===== config.mk =====
export PLATFORM = sky130hd
export DESIGN_NAME = external_reset_pin_logic
export DESIGN_NICKNAME = d
export VERILOG_FILES = /design/src/hdl/reset_pin_pkg.sv /design/src/hdl/pin_sync3.sv /design/src/hdl/external_reset_pin_logic.sv
export SDC_FILE = /design/constraint.sdc
export NUM_CORES = 1
export LEC_CHECK = 0
export ABC_AREA = 1
export BUFFER_PORTS_ARGS = -buffer_cell sky130_fd_sc_hd__buf_2
export CAP_MARGIN = 10
export CORE_UTILIZATION = 49
export CTS_CLUSTER_DIAMETER = 150
export CTS_CLUSTER_SIZE = 30
export DETAILED_ROUTE_END_ITERATION = 16
export PLACE_DENSITY = 0.68
export SYNTH_ARGS = -nofsm -noshare
export SYNTH_HDL_FRONTEND = slang
export SYNTH_HIERARCHICAL = 1
export SYNTH_SLANG_ARGS = --single-unit

===== constraint.sdc =====
create_clock -name sys_clk -period 2.71 [get_ports sys_clk]
set_input_delay 0.542 -clock sys_clk [delete_from_list [all_inputs] [get_ports sys_clk]]
set_output_delay 0.542 -clock sys_clk [all_outputs]
set_load 0.005 [all_outputs]

===== src/hdl/reset_pin_pkg.sv =====
// Constants and carrier types for the external reset pin logic
package reset_pin_pkg;
    // Cycles that the soft reset pin is driven low per drive interval
    localparam logic [2:0] SOFT_DRIVE_CYCLES = 3'h6;
    localparam logic [2:0] DRIVE_CNT_ZERO = 3'h0;
    localparam logic [2:0] DRIVE_CNT_ONE = 3'h1;
    // Cycles that the pin is sensed as input after a drive interval;
    // the pin's own drive takes four edges to leave the synchroniser
    localparam logic [2:0] SENSE_SETTLE_CYCLES = 3'h5;
    localparam logic [2:0] SETTLE_CNT_ZERO = 3'h0;
    localparam logic [2:0] SETTLE_CNT_ONE = 3'h1;

    // Soft reset pin sequencer states
    typedef enum logic [1:0] {
        SOFT_IDLE = 2'b00,
        SOFT_DRIVE = 2'b01,
        SOFT_SENSE = 2'b10
    } soft_state_type;

    // Reset outputs to the rest of the device
    typedef struct packed {
        logic por_reset;
        logic core_reset;
        logic run_enable;
    } reset_out_type;

    // Two-signal view of the soft reset pin
    typedef struct packed {
        logic drive_out;
        logic drive_oe;
    } pin_drive_type;
endpackage


===== src/hdl/pin_sync3.sv =====
// Three-stage input synchroniser with agreement check
`timescale 1ns/1ps
`default_nettype none
module pin_sync3 (
    input wire logic sys_clk,
    input wire logic rst,
    input wire logic pin_in,
    output logic level_out
);
    logic meta_q;
    logic s2_q;
    logic s3_q;
    logic level_q;

    // Shift chain; a change counts once stage two and three agree
    always_ff @(posedge sys_clk) begin
        if (rst) begin
            meta_q <= 1'b1;
            s2_q <= 1'b1;
            s3_q <= 1'b1;
            level_q <= 1'b1;
        end else begin
            meta_q <= pin_in;
            s2_q <= meta_q;
            s3_q <= s2_q;
            if (s2_q == s3_q) begin
                level_q <= s3_q;
            end
        end
    end

    assign level_out = level_q;
endmodule
`default_nettype wire


===== src/hdl/external_reset_pin_logic.sv =====
// External hardware and soft reset pin sequencer
`timescale 1ns/1ps
`default_nettype none
// Operation
// - Whole device held in reset while the hardware reset pin is low.
// - On hardware release, apply power-on reset except RTC, then start running.
// - Device stays in soft reset while the soft reset pin reads low.
// - On soft release, reset core, digital registers and peripherals.
// - Soft reset leaves POR-only registers, RTC and debug logic untouched.
// - Once soft pin is sensed low, drive it low for six clock cycles.
// - Then release to input, sense again, repeat until pin reads high.
module external_reset_pin_logic
    import reset_pin_pkg::*;
(
    input wire logic sys_clk,
    input wire logic rst,
    input wire logic hardware_reset_in_n,
    input wire logic soft_reset_io_n_in,
    output logic soft_reset_io_n_out,
    output logic soft_reset_io_n_oe,
    output logic por_reset,
    output logic core_reset,
    output logic run_enable
);
    logic hw_n_sync;
    logic soft_n_sync;
    soft_state_type state_q;
    soft_state_type state_d;
    logic [2:0] drive_cnt_q;
    logic [2:0] drive_cnt_d;
    logic [2:0] settle_cnt_q;
    logic [2:0] settle_cnt_d;
    reset_out_type rout_q;
    reset_out_type rout_d;
    pin_drive_type pin_q;
    pin_drive_type pin_d;

    // Pin synchronisers
    pin_sync3 hw_sync (
        .sys_clk(sys_clk),
        .rst(rst),
        .pin_in(hardware_reset_in_n),
        .level_out(hw_n_sync)
    );
    pin_sync3 soft_sync (
        .sys_clk(sys_clk),
        .rst(rst),
        .pin_in(soft_reset_io_n_in),
        .level_out(soft_n_sync)
    );

    // Named decode terms
    wire hw_active = ~hw_n_sync;
    wire soft_sensed_low = ~soft_n_sync;
    wire drive_done = (drive_cnt_q == DRIVE_CNT_ONE);
    // Sense decision falls on the last settle cycle, after the synchroniser
    // has flushed the low level that the pin's own drive left in it
    wire settle_done = (settle_cnt_q == SETTLE_CNT_ONE);
    wire in_soft = (state_q != SOFT_IDLE);

    // Soft pin sequencer: drive low six cycles, then sense again
    always_comb begin
        state_d = state_q;
        drive_cnt_d = drive_cnt_q;
        settle_cnt_d = settle_cnt_q;
        case (state_q)
            SOFT_IDLE: begin
                if (soft_sensed_low) begin
                    state_d = SOFT_DRIVE;
                    drive_cnt_d = SOFT_DRIVE_CYCLES;
                end
            end
            SOFT_DRIVE: begin
                drive_cnt_d = drive_cnt_q - DRIVE_CNT_ONE;
                if (drive_done) begin
                    state_d = SOFT_SENSE;
                    settle_cnt_d = SENSE_SETTLE_CYCLES;
                end
            end
            SOFT_SENSE: begin
                // Pin is released here; wait out the settle window so the
                // synchroniser shows the pin's own level, not our drive
                settle_cnt_d = settle_cnt_q - SETTLE_CNT_ONE;
                if (settle_done) begin
                    if (soft_sensed_low) begin
                        state_d = SOFT_DRIVE;
                        drive_cnt_d = SOFT_DRIVE_CYCLES;
                    end else begin
                        state_d = SOFT_IDLE;
                    end
                end
            end
            default: begin
                state_d = SOFT_IDLE;
                drive_cnt_d = DRIVE_CNT_ZERO;
                settle_cnt_d = SETTLE_CNT_ZERO;
            end
        endcase
        // Hardware reset overrides the soft sequence
        if (hw_active) begin
            state_d = SOFT_IDLE;
            drive_cnt_d = DRIVE_CNT_ZERO;
            settle_cnt_d = SETTLE_CNT_ZERO;
        end
    end

    // Reset outputs and pin drive
    always_comb begin
        // POR domain follows hardware pin only, never the soft pin
        rout_d.por_reset = hw_active;
        // Core domain held by either source; release runs core reset
        rout_d.core_reset = hw_active | in_soft | soft_sensed_low;
        rout_d.run_enable = ~rout_d.core_reset;
        // Pin drive follows the next state so oe lines up with state_q
        pin_d.drive_oe = (state_d == SOFT_DRIVE);
        pin_d.drive_out = 1'b0;
    end

    // State registers
    always_ff @(posedge sys_clk) begin
        if (rst) begin
            state_q <= SOFT_IDLE;
            drive_cnt_q <= DRIVE_CNT_ZERO;
            settle_cnt_q <= SETTLE_CNT_ZERO;
        end else begin
            state_q <= state_d;
            drive_cnt_q <= drive_cnt_d;
            settle_cnt_q <= settle_cnt_d;
        end
    end

    // Output registers; everything held in reset while rst is high
    always_ff @(posedge sys_clk) begin
        if (rst) begin
            rout_q <= '{por_reset: 1'b1, core_reset: 1'b1, run_enable: 1'b0};
            pin_q <= '{drive_out: 1'b0, drive_oe: 1'b0};
        end else begin
            rout_q <= rout_d;
            pin_q <= pin_d;
        end
    end

    assign por_reset = rout_q.por_reset;
    assign core_reset = rout_q.core_reset;
    assign run_enable = rout_q.run_enable;
    assign soft_reset_io_n_out = pin_q.drive_out;
    assign soft_reset_io_n_oe = pin_q.drive_oe;

    // Checks
    hw_hold_a: assert property (@(posedge sys_clk) disable iff (rst)
        hw_active |=> por_reset && core_reset && !run_enable)
        else $error("hardware reset not held");
    hw_release_a: assert property (@(posedge sys_clk) disable iff (rst)
        $fell(hw_active) |=> !por_reset)
        else $error("power-on reset not released");
    soft_hold_a: assert property (@(posedge sys_clk) disable iff (rst)
        soft_sensed_low |=> core_reset && !run_enable)
        else $error("soft reset not held");
    soft_no_por_a: assert property (@(posedge sys_clk) disable iff (rst)
        !hw_active && soft_sensed_low |=> !por_reset)
        else $error("soft reset touched power-on domain");
    soft_release_a: assert property (@(posedge sys_clk) disable iff (rst)
        !hw_active && !soft_sensed_low && !in_soft |=> !core_reset)
        else $error("core reset not released");
    drive_six_a: assert property (@(posedge sys_clk)
        disable iff (rst || hw_active)
        $rose(soft_reset_io_n_oe) && !hw_active |->
            soft_reset_io_n_oe[*6] ##1 !soft_reset_io_n_oe)
        else $error("drive interval not six cycles");
    drive_low_a: assert property (@(posedge sys_clk) disable iff (rst)
        soft_reset_io_n_oe |-> !soft_reset_io_n_out)
        else $error("soft pin driven high");
    redrive_a: assert property (@(posedge sys_clk) disable iff (rst)
        state_q == SOFT_SENSE && settle_done && soft_sensed_low && !hw_active
        |=> state_q == SOFT_DRIVE)
        else $error("drive not repeated");
    sense_gap_a: assert property (@(posedge sys_clk) disable iff (rst)
        $fell(soft_reset_io_n_oe) |-> !soft_reset_io_n_oe[*5])
        else $error("pin not released for sensing");
    sync_delay_a: assert property (@(posedge sys_clk) disable iff (rst)
        $fell(hw_n_sync) |-> $past(hardware_reset_in_n, 3) == 1'b0)
        else $error("synchroniser bypassed");
    soft_sync_a: assert property (@(posedge sys_clk) disable iff (rst)
        $fell(soft_n_sync) |-> $past(soft_reset_io_n_in, 3) == 1'b0)
        else $error("soft synchroniser bypassed");

    // Sequencing checks around hardware override and soft entry and exit
    hw_abort_a: assert property (@(posedge sys_clk) disable iff (rst)
        hw_active |=> state_q == SOFT_IDLE && !soft_reset_io_n_oe)
        else $error("soft sequence ran under hardware reset");
    por_hw_only_a: assert property (@(posedge sys_clk) disable iff (rst)
        !hw_active |=> !por_reset)
        else $error("power-on reset without hardware pin");
    core_in_seq_a: assert property (@(posedge sys_clk) disable iff (rst)
        in_soft |=> core_reset && !run_enable)
        else $error("core ran during soft sequence");
    soft_entry_a: assert property (@(posedge sys_clk) disable iff (rst)
        state_q == SOFT_IDLE && soft_sensed_low && !hw_active
        |=> soft_reset_io_n_oe)
        else $error("soft pin not driven after sensing low");
    idle_release_a: assert property (@(posedge sys_clk) disable iff (rst)
        state_q == SOFT_SENSE && settle_done && !soft_sensed_low && !hw_active
        |=> state_q == SOFT_IDLE)
        else $error("soft sequence did not end on release");

    // Coverage of the main scenarios
    wire redrive_cond = (state_q == SOFT_SENSE) && settle_done
        && soft_sensed_low;
    wire release_cond = (state_q == SOFT_SENSE) && settle_done
        && !soft_sensed_low;
    soft_cycle_c: cover property (@(posedge sys_clk) disable iff (rst)
        $rose(soft_reset_io_n_oe));
    soft_repeat_c: cover property (@(posedge sys_clk) disable iff (rst)
        redrive_cond);
    hw_release_c: cover property (@(posedge sys_clk) disable iff (rst)
        $fell(por_reset));
    sense_release_c: cover property (@(posedge sys_clk) disable iff (rst)
        release_cond);
    soft_release_c: cover property (@(posedge sys_clk) disable iff (rst)
        $fell(core_reset) && !por_reset);
endmodule
`default_nettype wire


==> results.md <==
Synthesis:
- Of the total synthesized cell area, the portion taken by AND, OR, NAND and NOR gates is 28.50%.
- The number of flip-flops and latches in the synthesized netlist is 20.
- Synthesis handed over a netlist of approximately 130 instances.
- The synthesized-area fraction occupied by ao, oa, aoi and oai cells is under 10%.
- After synthesis, the largest family of logic cells by area is simple AND/OR/NAND/NOR gates.
- The post-synthesis share of cell area spent on xor and xnor gates is 0%.
- Summing the areas of all fa, ha and maj instances in the mapped netlist gives 10.65% of the synthesized area.
- Summing every instance area after synthesis gives roughly 940 um^2.
- The average size of a mapped cell is ~7.5 um^2.
- The fraction of synthesized cell area taken by the top area cell type is a little over two fifths.
- The count of unique library cells instantiated by Yosys is 20.
- During synthesis, Yosys emitted a total of 6 warnings.
- After synthesis, the share of cell area in mux cells is 0%.
- Ranked by total cell area, the synthesized netlist is headed by sky130_fd_sc_hd__dfxtp_1 (43%), sky130_fd_sc_hd__nand2_1 (12%), sky130_fd_sc_hd__ha_1 (11%).
- The synthesized netlist net count is 138.
- The cell type with the highest aggregate area in the netlist is sky130_fd_sc_hd__dfxtp_1.
- The post-synthesis sequential area ratio is 42.61%.

STA:
- The number of hold-slack violations in the final timing report is 0.
- Setup repair after global routing left no endpoint under its margin.
- The maximum clock rate is between 600 and 700 MHz.
- Setup violations remaining at the end of the flow were counted as 0.
- Summed over all failing endpoints, the final setup total negative slack is 0 ns.
- The final number of max-transition violations is 0.
- The final setup slack of the worst path is 1.223 ns.
- The portion of the clock cycle consumed by the worst path in the final layout is 54.86%.
- The final setup skew is between 0.003 and 0.004 ns.
- The clock period could shrink to 1.487 ns.

Final layout:
- Of the cells placed in the final design, the portion with a size suffix greater than 1 is between 10% and 20%.
- The number of filler instances in the final layout is about 180.
- After the last flow step, the layout net total stands at 149.
- 0 antenna diodes ended up in the layout.
- The area growth from synthesis to layout is 11.85%.

Global routing:
- The first-pass GRT wire length is between 2 and 3 mm.
- The total overflow left after global routing is 0.
- The initial antenna violation count is 0.
- Entering global routing, the biggest net connects 13 pins.
- The via count of the first global-routing pass was approximately 700.
- For this run, the total global-route usage over all layers was measured as between 10% and 20%.

Power and ir drop:
- In this run the static leakage power is slightly below 0.5 nW.
- The total power divided by cell area is roughly 530 nW/um^2.
- The worst-case IR drop observed on VDD is 0.0004837 V.
- The total power draw is between 500 and 600 uW.

Setup path:
- Data arrives at the worst endpoint at about 1.7 ns.
- The signal on the critical path passes through inv_1, ha_1, o21ai_2, nand2_2, nor2_4, nand2_1, a21oi_2.
- Along the worst path, the maximum fanout reaches 6.
- The largest single stage delay on the critical path is between 0.4 and 0.5 ns.
- The cell with the largest stage delay on the worst path is sky130_fd_sc_hd__dfxtp_1.
- The kind of cell with the highest combined delay along the critical path is flip-flops.
- The worst setup path is captured at a flip-flop.
- The worst setup path is of the flip-flop to flip-flop kind.
- The element type at the critical path start is a flip-flop.
- Together, buffers and inverters on the worst path number 1.
- The data required time of the critical path is about 2.9 ns.

Clocking:
- The root buffer cell is sky130_fd_sc_hd__clkbuf_4.
- The hold-fix buffer count after cts is 0.
- CTS built an H-tree with a depth of 1.
- Once the clock tree was built, the setup fixing pass inserted 0 buffers.
- The insertion delay to the later sink of the worst-skew pair is 0.29 ns.
- Once the clock tree was built, the resizer swapped 0 gates to a different size.
- The number of buffers created by CTS is 3.
- The clock input transition at the sequential cells of the worst setup and hold paths is roughly 0.11 ns.
- The number of sinks on the clock net is 20.
- The maximum clock path buffer count is 2.
- The clock tree from TritonCTS is built.

Drt:
- Using the TritonRoute via totals, the vias-per-cell ratio works out to roughly 4.8.
- In this run, the number of DRC markers left after iteration 0 of detailed routing was 12.
- The detailed router placed between 700 and 800 vias in this run.
- The number of remaining DRC errors is 0.
- The pre-antenna-repair detailed-routing pass consisted of 4 iterations.
- Once detail routing completed, the nets flagged for antenna violations numbered 0.
- The overall routed net length is around 1.6 mm.
- In the final routed layout, each cell accounts on average for approximately 9.7 um.

Die:
- The placement row count is 15.
- The initial core utilization is 53.26%.
- The die outline area is ~2100 um^2.
- In this run the vertical extent of the chip is about 46 um.
- From left edge to right edge, the die measures between 40 and 50 um.
- During I/O placement, the number of pins put on the boundary was 9.
- The standard cell core area is 1764 um^2.

Place:
- The wire-length estimate of the detail-placed layout is around 1.2 mm.
- The worst setup slack after placement is 1.278 ns.
- The weighted congestion at the end of routability-driven global placement is ~0.8.
- Port buffering added 7 buffers.

Job:
- Across the run, the number of max-cap violations was 0.

Outcome:
- The flow ran to the end, and the final reports show no timing, DRC or antenna violations.

Hold path:
- The tightest min-delay check is of the input port to flip-flop type.
## path summary, 6_finish.rpt
kind / to / start / depth (start not counted) / slack, ns
setup reg to reg: drive_cnt_q[0]$_SDFFE_PP0P_ / state_q[0]$_SDFF_PP0_ / 7 / 1.22
setup / recovery: drive_cnt_q[0]$_SDFFE_PP0P_ / state_q[0]$_SDFF_PP0_ / 7 / 1.22
hold / removal: soft_sync/meta_q$_SDFF_PP1_ / soft_reset_io_n_in / 2 / 0.41
hold reg to reg: hw_sync/s2_q$_SDFF_PP1_ / hw_sync/meta_q$_SDFF_PP1_ / 1 / 0.43
## registers in the layout, indices dropped and copies added (netlist names)
signal and count:
hw_sync/s3_q 1, hw_sync/s2_q 1, soft_sync/s3_q 1, soft_sync/level_out 1
run_enable 1, drive_cnt_q 3, soft_sync/meta_q 1, hw_sync/level_out 1
settle_cnt_q 3, soft_sync/s2_q 1, soft_reset_io_n_oe 1, state_q 2
por_reset 1, core_reset 1, hw_sync/meta_q 1
## logic make-up (layout without fill, tap and decap cells)
family,count (synthesis),count (layout)
AOI/OAI and AO/OA,14,14
adders and majority gates,8,8
buffers and inverters,23,33
DFF,20,20
other,1,1
and+or+nand+nor,60,60
## per-stage QoR
step	utilization, %	cell area [um^2]	cells	hold WS [ns]
after global routing	59.57	1051	161	0.3950
final	59.57	1051	161	0.4149
after floorplan	-	939.7	126	0.3854
after global placement	56.60	998.5	157	0.3993
after detailed placement	56.60	998.5	157	0.3943
after CTS	59.57	1051	161	0.4045
## worst reg2reg max path, delay by kind of cell, from the launching register on
family / cells / cell delay, ns
AOI/OAI and AO/OA: 2 / 0.29
adders and majority gates: 1 / 0.30
buffers and inverters: 1 / 0.13
DFF: 1 / 0.43
and+or+nand+nor: 3 / 0.27
## layer usage
metal / global-route usage (%) / routed length [um]
met4: 12.35 / 23
met1: 20.87 / 698
met5: 0 / 0
met3: 2.381 / 79
met2: 30.29 / 768
## report_power, final
part | switching (mW) | internal [mW]
Clock | 0.0866 | 0.149
Combinational | 0.0113 | 0.00786
Sequential | 0.00256 | 0.301
## synth_stat cells
library cell,count
sky130_fd_sc_hd__nand2_1,30
sky130_fd_sc_hd__inv_1,21
sky130_fd_sc_hd__dfxtp_1,20
sky130_fd_sc_hd__nor2_1,12
sky130_fd_sc_hd__ha_1,8
sky130_fd_sc_hd__a21oi_1,5
sky130_fd_sc_hd__nand3_1,4
sky130_fd_sc_hd__o21ai_1,4
sky130_fd_sc_hd__or2_1,4
sky130_fd_sc_hd__nand2_2,3
sky130_fd_sc_hd__nor2_2,3
sky130_fd_sc_hd__o21ai_0,3
sky130_fd_sc_hd__nor3_1,2
sky130_fd_sc_hd__a21oi_2,1
sky130_fd_sc_hd__buf_4,1
sky130_fd_sc_hd__conb_1,1
sky130_fd_sc_hd__inv_2,1
sky130_fd_sc_hd__nand4_1,1
sky130_fd_sc_hd__nor2_4,1
sky130_fd_sc_hd__o21ai_2,1
## final cells by class
cell class                 count  area, um^2  share of cell area, %
inverter                      22       82.58                  7.857
clock inverter                 1       30.03                  2.857
timing repair buffer           7       35.03                  3.333
sequential                    20       400.4                  38.10
clock buffer                   3       22.52                  2.143
tap                           25       31.28                  2.976
multi-input combinational     83       449.2                  42.74
## layout by cell type, fill, tap and decap left out, types with 4 or more instances in the layout
master and n:
sky130_fd_sc_hd__nand2_1 30, sky130_fd_sc_hd__inv_1 21, sky130_fd_sc_hd__dfxtp_1 20, sky130_fd_sc_hd__nor2_1 12, sky130_fd_sc_hd__ha_1 8, sky130_fd_sc_hd__buf_2 7, sky130_fd_sc_hd__a21oi_1 5, sky130_fd_sc_hd__o21ai_1 4
sky130_fd_sc_hd__nand3_1 4, sky130_fd_sc_hd__or2_1 4
Note: power is estimated with default switching activity, not from simulation.
